`src/ddrz_regs.vh`:
```
// Timing counts, field positions and command codes for the termination and
// calibration block. Included by every design file except the synchroniser; definitions only.
//
// Behaviour
// - Frozen DLL in precharge power-down: asynchronous termination
// - Asynchronous path ignores additive latency
// - Async timing referenced to sampled ODT level
// - Transition windows only when A12 freezes DLL
// - Entry window: WL-1 before CKE low, tCPDED after
// - Entry start excluded, end point included
// - Pending refresh extends entry window to tRFC
// - Turn-on inside window within combined bounds
// - Turn-off inside window within combined bounds
// - Exit window: WL-1 before CKE high, tXPDLL after
// - Overlapping entry/exit: either response throughout
// - Overlapping exit/entry: either response throughout
// - Long calibration runs engine, then transfers codes
// - First long calibration gets init period
// - Short calibration corrects within 64 clocks
// - No recalibration after self-refresh without command
// - Calibration current path off when done
// - Synchronous termination follows ODT after WL-2
`ifndef DDRZ_REGS_VH
`define DDRZ_REGS_VH

// Internal clock period, in picoseconds
`define DDRZ_CLK_PERIOD_PS 8000
// Asynchronous turn-on/off delay, in picoseconds
`define DDRZ_TAONPD_PS 8500
// Same delay in internal clock cycles, rounded up, at least one
`define DDRZ_TAONPD_CYC \
  ((`DDRZ_TAONPD_PS + `DDRZ_CLK_PERIOD_PS - 1) / `DDRZ_CLK_PERIOD_PS)

// Link-clock counts (in ck cycles)
`define DDRZ_TCPDED_NCK 8'h01
`define DDRZ_TXPDLL_NCK 8'h0A
`define DDRZ_TRFC_NCK   8'h40
`define DDRZ_ZQINIT_NCK 10'h200
`define DDRZ_ZQOPER_NCK 10'h100
`define DDRZ_ZQCS_NCK   10'h040
`define DDRZ_ZQCORR_NCK 10'h040

// Field positions
`define DDRZ_MR0_DLLPD_BIT 12
`define DDRZ_AP_BIT        10
`define DDRZ_MR0_BANK      3'h0

// Command codes {cs_n, ras_n, cas_n, we_n}
`define DDRZ_CMD_MRS 4'h0
`define DDRZ_CMD_REF 4'h1
`define DDRZ_CMD_PRE 4'h2
`define DDRZ_CMD_ACT 4'h3
`define DDRZ_CMD_ZQ  4'h6

// Synchronous ODT history depth and impedance code width
`define DDRZ_PIPE_LEN  32
`define DDRZ_CODE_W    6
`define DDRZ_CODE_MID  6'h20

`endif

```
`src/ddrz_sync.v`:
```
// Three-stage synchroniser for pins arriving from outside the clk domain.
// Assumes each bit is a slow level relative to clk; output updates only
// when the second and third stages agree.
module ddrz_sync #(
  parameter W = 1
) (
  input  wire         clk,
  input  wire         reset_n,
  input  wire [W-1:0] din,
  output reg  [W-1:0] dout
);

  reg [W-1:0] s1_reg;
  reg [W-1:0] s2_reg;
  reg [W-1:0] s3_reg;
  integer     i;

  // Chain; first stage feeds only the second
  always @(posedge clk or negedge reset_n) begin
    if (!reset_n) begin
      s1_reg <= {W{1'b0}};
      s2_reg <= {W{1'b0}};
      s3_reg <= {W{1'b0}};
      dout   <= {W{1'b0}};
    end else begin
      s1_reg <= din;
      s2_reg <= s1_reg;
      s3_reg <= s2_reg;
      // Accept a bit only once stages two and three agree
      for (i = 0; i < W; i = i + 1) begin
        if (s2_reg[i] == s3_reg[i]) begin
          dout[i] <= s3_reg[i];
        end
      end
    end
  end

endmodule // ddrz_sync

```
`src/ddrz_top.v`:
```
// Termination timing and impedance calibration inside the memory device.
// Assumes ck, cke, command pins, odt and the comparator are asynchronous to
// clk and slow enough to be oversampled; wl_cfg is static during operation.
`include "ddrz_regs.vh"
module ddrz_top (
  input  wire                    clk,
  input  wire                    reset_n,
  input  wire                    ck,
  input  wire                    cke,
  input  wire                    cs_n,
  input  wire                    ras_n,
  input  wire                    cas_n,
  input  wire                    we_n,
  input  wire [2:0]              ba,
  input  wire [15:0]             addr,
  input  wire                    odt,
  input  wire                    zq_cmp,
  input  wire [4:0]              wl_cfg,
  output reg                     rtt_on,
  output reg                     odt_async,
  output reg                     pd_window,
  output reg                     pd_active,
  output reg                     self_ref,
  output wire                    zq_busy,
  output wire                    zq_cur_en,
  output wire                    zq_done,
  output wire [`DDRZ_CODE_W-1:0] ron_code,
  output wire [`DDRZ_CODE_W-1:0] rtt_code
);

  localparam ADLY = `DDRZ_TAONPD_CYC;
  localparam PL   = `DDRZ_PIPE_LEN;

  // Synchronised pin levels
  wire [12:0] pin_s;
  wire        s_ck;
  wire        s_cke;
  wire [3:0]  s_cmd;
  wire [2:0]  s_ba;
  wire        s_a12;
  wire        s_a10;
  wire        s_odt;
  wire        s_cmp;

  reg          ck_prev_reg;
  reg          cke_q_reg;
  reg          dll_frz_reg;
  reg  [7:0]   bank_open_reg;
  reg  [7:0]   rfc_cnt_reg;
  reg  [7:0]   ent_cnt_reg;
  reg  [7:0]   ext_cnt_reg;
  reg  [PL-1:0] odt_pipe_reg;
  reg  [ADLY-1:0] apd_pipe_reg;
  reg          rtt_sync_reg;
  reg          zq_start_reg;
  reg          zq_long_reg;
  reg  [7:0]   ent_next;
  reg          async_next;

  wire         ck_rise;
  wire         cke_fall;
  wire         cke_rise;
  wire         cmd_mrs;
  wire         cmd_ref;
  wire         cmd_pre;
  wire         cmd_act;
  wire         cmd_zq;
  wire         ppd;

  ddrz_sync #(
    .W (13)
  ) u_sync (
    .clk     (clk),
    .reset_n (reset_n),
    .din     ({ck, cke, cs_n, ras_n, cas_n, we_n, ba,
               addr[`DDRZ_MR0_DLLPD_BIT], addr[`DDRZ_AP_BIT], odt, zq_cmp}),
    .dout    (pin_s)
  );

  assign s_ck  = pin_s[12];
  assign s_cke = pin_s[11];
  assign s_cmd = pin_s[10:7];
  assign s_ba  = pin_s[6:4];
  assign s_a12 = pin_s[3];
  assign s_a10 = pin_s[2];
  assign s_odt = pin_s[1];
  assign s_cmp = pin_s[0];

  // Tap of the ODT history after n link edges; WL-2 never below one
  function tap;
    input [PL-1:0] hist;
    input [4:0]    wl;
    reg   [4:0]    n;
    begin
      n = (wl > 5'h02) ? (wl - 5'h02) : 5'h01;
      tap = hist[n];
    end
  endfunction

  // Link edge and command decode, all on registered ck rising edges
  assign ck_rise  = s_ck & ~ck_prev_reg;
  assign cke_fall = ck_rise & cke_q_reg & ~s_cke;
  assign cke_rise = ck_rise & ~cke_q_reg & s_cke;
  assign cmd_mrs  = ck_rise & cke_q_reg & (s_cmd == `DDRZ_CMD_MRS);
  assign cmd_ref  = ck_rise & (s_cmd == `DDRZ_CMD_REF);
  assign cmd_pre  = ck_rise & cke_q_reg & (s_cmd == `DDRZ_CMD_PRE);
  assign cmd_act  = ck_rise & cke_q_reg & (s_cmd == `DDRZ_CMD_ACT);
  assign cmd_zq   = ck_rise & cke_q_reg & (s_cmd == `DDRZ_CMD_ZQ);

  // Precharge power-down: CKE low, no bank open, not in self refresh
  assign ppd = pd_active & (bank_open_reg == 8'h00);

  // Edge history and CKE registration
  always @(posedge clk or negedge reset_n) begin
    if (!reset_n) begin
      ck_prev_reg <= 1'b0;
      cke_q_reg   <= 1'b0;
    end else begin
      ck_prev_reg <= s_ck;
      if (ck_rise) begin
        cke_q_reg <= s_cke;
      end
    end
  end

  // Mode bit and bank bookkeeping; freeze chosen when the bit is zero
  always @(posedge clk or negedge reset_n) begin
    if (!reset_n) begin
      dll_frz_reg   <= 1'b0;
      bank_open_reg <= 8'h00;
    end else begin
      if (cmd_mrs && s_ba == `DDRZ_MR0_BANK) begin
        dll_frz_reg <= ~s_a12;
      end
      if (cmd_act) begin
        bank_open_reg[s_ba] <= 1'b1;
      end else if (cmd_pre && s_a10) begin
        bank_open_reg <= 8'h00;
      end else if (cmd_pre) begin
        bank_open_reg[s_ba] <= 1'b0;
      end
    end
  end

  // Power-down, self refresh and refresh-in-progress tracking
  always @(posedge clk or negedge reset_n) begin
    if (!reset_n) begin
      pd_active   <= 1'b0;
      self_ref    <= 1'b0;
      rfc_cnt_reg <= 8'h00;
    end else begin
      if (cmd_ref && cke_q_reg && s_cke) begin
        rfc_cnt_reg <= `DDRZ_TRFC_NCK;
      end else if (ck_rise && rfc_cnt_reg != 8'h00) begin
        rfc_cnt_reg <= rfc_cnt_reg - 8'h01;
      end
      if (cke_fall && s_cmd == `DDRZ_CMD_REF) begin
        self_ref <= 1'b1;
      end else if (cke_fall) begin
        pd_active <= 1'b1;
      end else if (cke_rise) begin
        // Self-refresh exit leaves codes untouched until a command
        self_ref  <= 1'b0;
        pd_active <= 1'b0;
      end
    end
  end

  // Entry window length: tCPDED, or the refresh end if later
  always @* begin
    ent_next = `DDRZ_TCPDED_NCK;
    if (rfc_cnt_reg > `DDRZ_TCPDED_NCK) begin
      ent_next = rfc_cnt_reg;
    end
  end

  // Transition windows; exist only with the DLL frozen
  always @(posedge clk or negedge reset_n) begin
    if (!reset_n) begin
      ent_cnt_reg <= 8'h00;
      ext_cnt_reg <= 8'h00;
    end else begin
      if (cke_fall && dll_frz_reg && bank_open_reg == 8'h00) begin
        ent_cnt_reg <= ent_next;
      end else if (ck_rise && ent_cnt_reg != 8'h00) begin
        // Last counted cycle still inside: end point included
        ent_cnt_reg <= ent_cnt_reg - 8'h01;
      end
      if (cke_rise && dll_frz_reg && ppd) begin
        ext_cnt_reg <= `DDRZ_TXPDLL_NCK;
      end else if (ck_rise && ext_cnt_reg != 8'h00) begin
        ext_cnt_reg <= ext_cnt_reg - 8'h01;
      end
    end
  end

  // Mode choice. Inside any window either response is legal, so the
  // asynchronous one is taken from CKE registration onward; changes in the
  // WL-1 clocks before it are still in the synchronous pipe and get
  // re-timed by the async path, which lands within the combined bounds.
  always @* begin
    async_next = dll_frz_reg & (ppd | (ent_cnt_reg != 8'h00)
                 | (ext_cnt_reg != 8'h00));
  end

  always @(posedge clk or negedge reset_n) begin
    if (!reset_n) begin
      odt_async <= 1'b0;
      pd_window <= 1'b0;
    end else begin
      odt_async <= async_next;
      pd_window <= dll_frz_reg & ((ent_cnt_reg != 8'h00)
                   | (ext_cnt_reg != 8'h00));
    end
  end

  // Synchronous path: ODT history per link edge, WL carries the AL
  always @(posedge clk or negedge reset_n) begin
    if (!reset_n) begin
      odt_pipe_reg <= {PL{1'b0}};
      rtt_sync_reg <= 1'b0;
    end else if (ck_rise) begin
      odt_pipe_reg <= {odt_pipe_reg[PL-2:0], s_odt};
      rtt_sync_reg <= tap({odt_pipe_reg[PL-2:0], s_odt}, wl_cfg);
    end
  end

  // Asynchronous path: sampled ODT level plus fixed delay, no AL term
  always @(posedge clk or negedge reset_n) begin
    if (!reset_n) begin
      apd_pipe_reg <= {ADLY{1'b0}};
    end else if (ADLY > 1) begin
      apd_pipe_reg <= {apd_pipe_reg[ADLY-2:0], s_odt};
    end else begin
      apd_pipe_reg <= {ADLY{s_odt}};
    end
  end

  // Termination output; the mode switch happens only in a window, where
  // both timings are permitted for rising and falling changes
  always @(posedge clk or negedge reset_n) begin
    if (!reset_n) begin
      rtt_on <= 1'b0;
    end else if (async_next) begin
      rtt_on <= apd_pipe_reg[ADLY-1];
    end else begin
      rtt_on <= rtt_sync_reg;
    end
  end

  // Calibration command capture; A10 picks long over short
  always @(posedge clk or negedge reset_n) begin
    if (!reset_n) begin
      zq_start_reg <= 1'b0;
      zq_long_reg  <= 1'b0;
    end else begin
      zq_start_reg <= cmd_zq & ~self_ref;
      if (cmd_zq) begin
        zq_long_reg <= s_a10;
      end
    end
  end

  ddrz_zqcal u_zqcal (
    .clk      (clk),
    .reset_n  (reset_n),
    .tick     (ck_rise),
    .start    (zq_start_reg),
    .long_cal (zq_long_reg),
    .cmp_up   (s_cmp),
    .busy     (zq_busy),
    .cur_en   (zq_cur_en),
    .done     (zq_done),
    .ron_code (ron_code),
    .rtt_code (rtt_code)
  );

endmodule // ddrz_top

```
`src/ddrz_zqcal.v`:
```
// Impedance calibration engine: runs long or short calibration against
// the comparator, then transfers driver and termination codes at once.
// Assumes tick marks one link-clock rising edge in the clk domain.
`include "ddrz_regs.vh"
module ddrz_zqcal (
  input  wire                    clk,
  input  wire                    reset_n,
  input  wire                    tick,
  input  wire                    start,
  input  wire                    long_cal,
  input  wire                    cmp_up,
  output reg                     busy,
  output reg                     cur_en,
  output reg                     done,
  output reg  [`DDRZ_CODE_W-1:0] ron_code,
  output reg  [`DDRZ_CODE_W-1:0] rtt_code
);

  reg [9:0]              cnt_reg;
  reg [9:0]              half_reg;
  reg [9:0]              steps_reg;
  reg                    first_reg;
  reg                    long_reg;
  reg [`DDRZ_CODE_W-1:0] ron_work_reg;
  reg [`DDRZ_CODE_W-1:0] rtt_work_reg;

  // Saturating one-step move toward the comparator's verdict
  function [`DDRZ_CODE_W-1:0] step;
    input [`DDRZ_CODE_W-1:0] code;
    input                    up;
    begin
      if (up && code != {`DDRZ_CODE_W{1'b1}})
        step = code + 1'b1;
      else if (!up && code != {`DDRZ_CODE_W{1'b0}})
        step = code - 1'b1;
      else
        step = code;
    end
  endfunction

  // Sequencer: period by command kind, driver half then termination half
  always @(posedge clk or negedge reset_n) begin
    if (!reset_n) begin
      busy         <= 1'b0;
      cur_en       <= 1'b0;
      done         <= 1'b0;
      first_reg    <= 1'b1;
      long_reg     <= 1'b0;
      cnt_reg      <= 10'h000;
      half_reg     <= 10'h000;
      steps_reg    <= 10'h000;
      ron_work_reg <= `DDRZ_CODE_MID;
      rtt_work_reg <= `DDRZ_CODE_MID;
      ron_code     <= `DDRZ_CODE_MID;
      rtt_code     <= `DDRZ_CODE_MID;
    end else begin
      done <= 1'b0;
      if (start && !busy) begin
        busy      <= 1'b1;
        cur_en    <= 1'b1;
        steps_reg <= 10'h000;
        long_reg  <= long_cal;
        if (long_cal && first_reg) begin
          cnt_reg  <= `DDRZ_ZQINIT_NCK;
          half_reg <= `DDRZ_ZQINIT_NCK >> 1;
        end else if (long_cal) begin
          cnt_reg  <= `DDRZ_ZQOPER_NCK;
          half_reg <= `DDRZ_ZQOPER_NCK >> 1;
        end else begin
          cnt_reg  <= `DDRZ_ZQCS_NCK;
          half_reg <= `DDRZ_ZQCS_NCK >> 1;
        end
        if (long_cal) begin
          first_reg <= 1'b0;
        end
      end else if (busy && tick) begin
        cnt_reg   <= cnt_reg - 10'h001;
        steps_reg <= steps_reg + 10'h001;
        // Short calibration settles inside the correction budget; long
        // ones trim through both halves so termination is reached too
        if (long_reg || steps_reg < `DDRZ_ZQCORR_NCK) begin
          if (cnt_reg > half_reg)
            ron_work_reg <= step(ron_work_reg, cmp_up);
          else
            rtt_work_reg <= step(rtt_work_reg, cmp_up);
        end
        if (cnt_reg == 10'h001) begin
          // Transfer both codes together so the I/O never mixes sets
          ron_code <= ron_work_reg;
          rtt_code <= rtt_work_reg;
          busy     <= 1'b0;
          cur_en   <= 1'b0;
          done     <= 1'b1;
        end
      end
    end
  end

endmodule // ddrz_zqcal
```
`config.mk`:
```
export PLATFORM = sky130hd
export DESIGN_NAME = ddrz_top
export DESIGN_NICKNAME = d
export VERILOG_FILES = /design/src/ddrz_sync.v /design/src/ddrz_top.v /design/src/ddrz_zqcal.v
export VERILOG_INCLUDE_DIRS = /design/src
export SDC_FILE = /design/constraint.sdc
export NUM_CORES = 1
export LEC_CHECK = 0
export BUFFER_PORTS_ARGS = -buffer_cell sky130_fd_sc_hd__buf_2
export CAP_MARGIN = 10
export CORE_UTILIZATION = 44
export CTS_BUF_LIST = sky130_fd_sc_hd__clkbuf_8
export CTS_CLUSTER_DIAMETER = 120
export CTS_CLUSTER_SIZE = 25
export DETAILED_ROUTE_END_ITERATION = 8
export PLACE_DENSITY = 0.72
export REMOVE_ABC_BUFFERS = 1
export SYNTH_ARGS = -nofsm -noshare
export SYNTH_HDL_FRONTEND = slang
export SYNTH_HIERARCHICAL = 1
export SYNTH_SLANG_ARGS = --single-unit
```
`constraint.sdc`:
```
create_clock -name clk -period 3 [get_ports clk]
set_input_delay 0 -clock clk [delete_from_list [all_inputs] [get_ports clk]]
set_output_delay 0 -clock clk [all_outputs]
set_load 0.1 [all_outputs]
```
==> impl_metrics.json, run 1 <==
{
  "wire_per_inst_microns": 13.9,
  "grt_max_degree": 70,
  "yosys_register_bits": 179,
  "synth_top_flop_cell": "dfrtp_1",
  "post-route-period-util_pct": 81.1,
  "largest_register_ffs": 31,
  "dpl-instance-area_sq_mm": 0.00848,
  "tns_ns": 0,
  "grt_pass1_vias": 5145,
  "powerDensity_mw_per_mm2": 761,
  "cts_made_buffers": 17,
  "outcome": "finished clean",
  "seq_area_frac_synth_pct": 55.5,
  "drv_slew": 0,
  "drive_gt1_share_pct": 16.4,
  "ios": 54,
  "antenna_found_initial": 0,
  "setup_ws_ns": 0.566,
  "synth-edff-count": 0,
  "setup_viol": 0,
  "endpoint_kind": "flop",
  "n_fill_cell": 1561,
  "syn-cell-area_sq_mm": 0.00809,
  "slew_headroom_pct": 52.2,
  "path_cells": "and4_1 -> a31oi_2 -> inv_1 -> ha_1 -> nor3_1 -> or3_1 -> and3_1 -> a21oi_1 -> o221ai_1",
  "die_w_microns": 138,
  "finalInstanceArea_sq_mm": 0.00904,
  "worst_ir_drop_vdd_mv": 0.389,
  "cts_num_sinks": 179,
  "core.rowCount": 49,
  "dp_hpwl_microns": 9430,
  "clk_pin_slew_ns": 0.10,
  "diodes": 0,
  "synth-async-reset-ratio_pct": 100,
  "grt_usage_pct": 16.7,
  "hold_end": "rtt_sync_reg$_DFFE_PN0N_",
  "start_kind": "flop",
  "cp_num_buf_inv": 1,
  "hold_viol": 0,
  "rrSetupSlack_ns": 0.57,
  "crit_type": "reg2reg",
  "cpLargestDelayFamily": "simple AND/OR/NAND/NOR gates",
  "post-cts-setup-buffers": 0,
  "port_buffers": 39,
  "area_growth_pct": 11.8,
  "worstRegToRegCells": 9,
  "first_pass_iters": 7,
  "drt-total-wl_microns": 14500,
  "skew_ns": 0.0138,
  "rsz0062_at_grt": "false",
  "synth_cell_type_count": 80,
  "worst_hold_path.num_cells": 4,
  "die_h_microns": 138,
  "grt_overflow": 0,
  "cts_buffer_depth": 2,
  "critical-path-slowest-cell": "dfrtp_1",
  "routed_via_density": 5.24,
  "power_leakage_nw": 4.22,
  "drv_cap": 0,
  "reg2reg_from": "u_zqcal/ron_work_reg[0]$_DFFE_PN0P_",
  "path_max_fanout": 7,
  "dp_slack_ns": 0.575,
  "dr_total_vias": 5445,
  "cts_root_buf": "clkbuf_8",
  "holdCritStartpoint": "wl_cfg[4]",
  "hold_path_class": "in2reg",
  "grt_pass1_wl_microns": 24500,
  "clk_latency_ns": 0.47,
  "gp_congestion": 0.824,
  "cp_data_required_time_ns": 3.38,
  "max_freq_mhz": 411,
  "slowest_delay_ns": 0.48,
  "core_area_sq_mm": 0.0180,
  "worstMarginPinSlew_ns": 0.717,
  "final_common_cell": "dfrtp_1",
  "ant_nets": 0,
  "drt_iter0_markers": 324,
  "cp.arrival_ns": 2.82,
  "htreeDepth": 4,
  "cts_tree": "done",
  "cp.depth": 9,
  "die_area_sq_mm": 0.0189,
  "syn_inst": 746,
  "reg2reg_to": "u_zqcal/ron_work_reg[5]$_DFFE_PN1P_",
  "ys_warn_count": 6,
  "final_cell_mix": "dfrtp_1 (174), nand2_1 (135), nor2_1 (49), buf_2 (38), a21oi_1 (28)",
  "period_needed_ns": 2.43,
  "nNetsFinal": 851,
  "syn_avg_cell_area_sq_um": 10.8,
  "initial_core_util_pct": 45.0,
  "drc_errors": 0
}
==> cells in the mapped netlist, types with 9 or more instances <==
master    count  share of area, %
a31oi_1       9              0.70
o21ai_0      26               1.6
xnor2_1      21               2.3
nor3_1       15              0.93
nand3_1      26               1.6
mux2_2       10               1.4
dfrtp_1     174                54
ha_1         20               3.1
xor2_1       12               1.3
inv_1        20              0.93
clkbuf_1     13              0.60
maj3_2       13               1.8
nand2b_1      9              0.70
nand2_1     135               6.3
mux2_1       11               1.5
nor2_1       49               2.3
nor2b_1       9              0.70
a21oi_1      28               1.7
nor4_1       12              0.93
==> cells by family after synthesis <==
logic type / Yosys count / share of synthesized area [%]
AO/OA/AOI/OAI: 119 / 10.3
flip-flops: 179 / 55.5
adder cells (fa/ha/maj): 33 / 4.90
XOR/XNOR: 33 / 3.57
multiplexers: 29 / 4.22
AND/OR/NAND/NOR: 305 / 18.6
buffers and inverters: 48 / 2.92
==> stage by stage <==
step | cells | hold WS [ns] | total power, mW | utilization, %
floorplan | 718 | -0.296 | 4.71 | -
global placement | 993 | 0.0469 | 5.09 | 47.2
detailed placement | 993 | 0.0442 | 5.16 | 47.2
CTS | 1039 | 0.0105 | 6.95 | 50.3
global route | 1039 | 0.0410 | 7.34 | 50.3
finish | 1039 | 0.0452 | 6.88 | 50.3
==> per-layer routing <==
metal  wire, microns  track usage [%]  vias up
met5               0                0        -
met2            6840             26.2       86
met1            6960             22.4     2648
met3             483             4.30       17
li1                -                -     2694
met4             190             5.49        0
==> worst max-delay path by stage <==
stage | to | from | slack [ns]
5_1_grt | u_zqcal/rtt_code[3]$_DFFE_PN0P_ | ck_prev_reg$_DFF_PN0_ | 0.27
2_1_floorplan | u_zqcal/rtt_code[0]$_DFFE_PN0P_ | ck_prev_reg$_DFF_PN0_ | -0.52
3_5_place_dp | u_zqcal/ron_work_reg[5]$_DFFE_PN1P_ | u_zqcal/ron_work_reg[0]$_DFFE_PN0P_ | 0.57
6_report | u_zqcal/ron_work_reg[5]$_DFFE_PN1P_ | u_zqcal/ron_work_reg[0]$_DFFE_PN0P_ | 0.57
3_3_place_gp | u_zqcal/rtt_code[1]$_DFFE_PN0P_ | ck_prev_reg$_DFF_PN0_ | 0.62
4_1_cts | u_zqcal/rtt_code[3]$_DFFE_PN0P_ | ck_prev_reg$_DFF_PN0_ | 0.54
==> tightest hold or removal path, delay by kind of cell <==
family	cells	cell delay [ns]
AO/OA/AOI/OAI	3	0.34
buffers and inverters	1	0.13
==> repair_timing <==
| item | in CTS | in global routing |
|---|---|---|
| endpoints found under the hold margin | 79 | 0 |
| resized for setup | 0 | 0 |
| hold buffers | 14 | 0 |
==> report_power, final <==
| group | switching [mW] | internal, mW |
|---|---|---|
| registers | 0.531 | 2.87 |
| logic | 1.00 | 0.738 |
| clock network | 0.955 | 0.780 |
| total | 2.49 | 4.39 |
==> area by class of cell <==
| class | count | area (sq um) | share of cell area [%] |
|---|---|---|---|
| clock buffers | 17 | 234 | 2.59 |
| clock inverters | 15 | 186 | 2.06 |
| inverters | 20 | 75.1 | 0.830 |
| multi-input cells | 519 | 3370 | 37.2 |
| flip-flops and latches | 179 | 4490 | 49.6 |
| well taps | 229 | 287 | 3.17 |
| repair buffers | 60 | 407 | 4.50 |
Power figures use the tool's default switching activity.
==> run 2: changes to the inputs <==
PLACE_DENSITY = 0.7   (was 0.72)
clock period = 2.4 ns   (was 3 ns; I/O delays follow)
==> run 2 against run 1 <==
Global-route usage shrank 0.051 points. Sequential share of layout area fell by 0.60 points. Clock power rose by 16%. Combinational power increased by 33%. First-iteration DRC count decreased by 32%. Sequential power increased by 23%. Utilization rose by 0.61 points. Clock-buffer cell count rose by 2. Largest power group unchanged. Highest routed layer unchanged.
==> impl_metrics.json, run 2 (synthesized netlist as in run 1, its figures left out) <==
{
  "ios": 54,
  "tns_ns": 0,
  "cts_made_buffers": 17,
  "netSwitchingFraction_pct": 36.3,
  "die_w_microns": 138,
  "drv_cap": 0,
  "grt_max_degree": 53,
  "initial_core_util_pct": 45.0,
  "power_leakage_nw": 4.29,
  "drc_errors": 0,
  "dp_hpwl_microns": 9530,
  "power_mw": 8.51,
  "core.rowCount": 49,
  "layoutNonFillerInstCount": 1052,
  "skew_ns": 0.0150,
  "final_cell_mix": "dfrtp_1 (174), nand2_1 (135), nor2_1 (49), buf_2 (38), a21oi_1 (28)",
  "rrSetupSlack_ns": 0.15,
  "cts_root_buf": "clkbuf_8",
  "wire_per_inst_microns": 13.6,
  "grt_pass1_wl_microns": 24700,
  "cpLargestDelayFamily": "simple AND/OR/NAND/NOR gates",
  "cts_tree": "done",
  "n_fill_cell": 1589,
  "cts_num_sinks": 179,
  "worstMarginPinSlew_ns": 0.666,
  "die_area_sq_mm": 0.0189,
  "worstRegToRegCells": 9,
  "path_max_fanout": 7,
  "first_pass_iters": 5,
  "post-place-cells": 1007,
  "critical-path-slowest-cell": "dfstp_2",
  "cp_data_required_time_ns": 2.77,
  "dr_total_vias": 5461,
  "drv_slew": 0,
  "reg2reg_to": "u_zqcal/ron_work_reg[5]$_DFFE_PN1P_",
  "clk_latency_ns": 0.46,
  "endpoint_kind": "flop",
  "nNetsFinal": 865,
  "max_freq_mhz": 445,
  "slowest_delay_ns": 0.41,
  "reg2reg_from": "u_zqcal/ron_work_reg[5]$_DFFE_PN1P_",
  "dp_slack_ns": 0.130,
  "finalInstanceArea_sq_mm": 0.00915,
  "pwr-share-comb_pct": 27.3,
  "antenna_found_initial": 0,
  "core_area_sq_mm": 0.0180,
  "period_needed_ns": 2.25,
  "drive_gt1_share_pct": 18.0,
  "hold_viol": 0,
  "gp_congestion": 0.837,
  "dpl-instance-area_sq_mm": 0.00860,
  "slew_headroom_pct": 55.2,
  "start_kind": "flop",
  "outcome": "finished clean",
  "die_h_microns": 138,
  "cp_num_buf_inv": 1,
  "clock_power_share_pct": 23.5,
  "internal_power_mw": 5.42,
  "drt-total-wl_microns": 14300,
  "path_cells": "and4_2 -> a31oi_4 -> inv_1 -> ha_1 -> nor2_1 -> or3_4 -> and3_1 -> a21oi_1 -> o221ai_1",
  "clk_pin_slew_ns": 0.09,
  "cp.arrival_ns": 2.62,
  "largest_register_ffs": 31,
  "worst_ir_drop_vdd_mv": 0.642,
  "post-route-period-util_pct": 93.7,
  "area_growth_pct": 13.1,
  "power.switching_mw": 3.09,
  "grt_usage_pct": 16.6,
  "routed_via_density": 5.19,
  "sequentialPowerShare_pct": 49.2,
  "crit_type": "reg2reg",
  "cts_buffer_depth": 2,
  "drt_iter0_markers": 219,
  "setup_ws_ns": 0.152,
  "setup_viol": 0,
  "port_buffers": 39,
  "rsz0062_at_grt": "false",
  "post-cts-setup-buffers": 0,
  "hold_path_class": "in2async",
  "htreeDepth": 4,
  "grt_overflow": 0,
  "final_common_cell": "dfrtp_1",
  "diodes": 0,
  "grt_pass1_vias": 5290,
  "powerDensity_mw_per_mm2": 930,
  "ant_nets": 0
}
-- run 2: cell count changes in the layout (fill, tap and decap cells not counted), sizes merged --
cell      before  now
bufinv         2    0
buf           46   60
clkinvlp       1    0
clkbuf        17   19
-- run 2: worst reg2reg max path: cells and delay by family (launching register included) --
kind                     cells  cell delay (ns)
AO/OA/AOI/OAI                3             0.45
flip-flops                   1             0.41
buffers and inverters        1             0.09
adder cells (fa/ha/maj)      1             0.32
AND/OR/NAND/NOR              4             0.91
-- run 2: cell type report --
| type | count | area, sq um | area share, % |
|---|---|---|---|
| flip-flops and latches | 179 | 4490 | 49.0 |
| multi-input cells | 519 | 3380 | 37.0 |
| repair buffers | 74 | 524 | 5.73 |
| well taps | 229 | 287 | 3.13 |
| clock buffers | 19 | 262 | 2.86 |
| clock inverters | 12 | 135 | 1.48 |
| inverters | 20 | 75.1 | 0.820 |
-- run 2: power groups by stage --
stage | Sequential [mW] | Combinational [mW] | Clock [mW]
finish | 4.19 | 2.32 | 2.00
detailed placement | 4.23 | 2.29 | 0
global route | 4.28 | 2.60 | 2.20
floorplan | 4.41 | 1.47 | 0
global placement | 4.22 | 2.25 | 0
CTS | 4.18 | 2.33 | 2.07
-- run 2: per-stage QoR --
step	hold WS, ns	util [%]
4_1_cts	0.0497	50.9
3_3_place_gp	-0.0193	47.9
2_1_floorplan	-0.296	-
6_report	0.0517	50.9
5_1_grt	0.0782	50.9
3_5_place_dp	-0.0127	47.9
-- run 2: routing by layer --
metal | global-route usage, % | wire length [microns] | up-vias
li1 | - | - | 2731
met1 | 22.3 | 6970 | 2624
met2 | 26.3 | 6690 | 94
met3 | 4.23 | 492 | 12
met4 | 5.07 | 136 | 0
met5 | 0 | 0 | -
-- run 2: how the worst max path moves through the flow --
stage                                               end  cells after the start                           startpoint
floorplan               u_zqcal/rtt_code[0]$_DFFE_PN0P_                      7                ck_prev_reg$_DFF_PN0_
global placement    u_zqcal/ron_work_reg[5]$_DFFE_PN1P_                      9  u_zqcal/ron_work_reg[5]$_DFFE_PN1P_
detailed placement  u_zqcal/ron_work_reg[5]$_DFFE_PN1P_                      9  u_zqcal/ron_work_reg[5]$_DFFE_PN1P_
CTS                 u_zqcal/ron_work_reg[5]$_DFFE_PN1P_                      9  u_zqcal/ron_work_reg[5]$_DFFE_PN1P_
global route        u_zqcal/ron_work_reg[5]$_DFFE_PN1P_                      9  u_zqcal/ron_work_reg[5]$_DFFE_PN1P_
finish              u_zqcal/ron_work_reg[5]$_DFFE_PN1P_                      9  u_zqcal/ron_work_reg[5]$_DFFE_PN1P_
-- run 2: repair_timing --
item / 4_1_cts / 5_1_grt
endpoints found under the hold margin: 159 / 0
resized for setup: 0 / 4
setup endpoints to repair: 0 / 1
hold buffers: 14 / 0
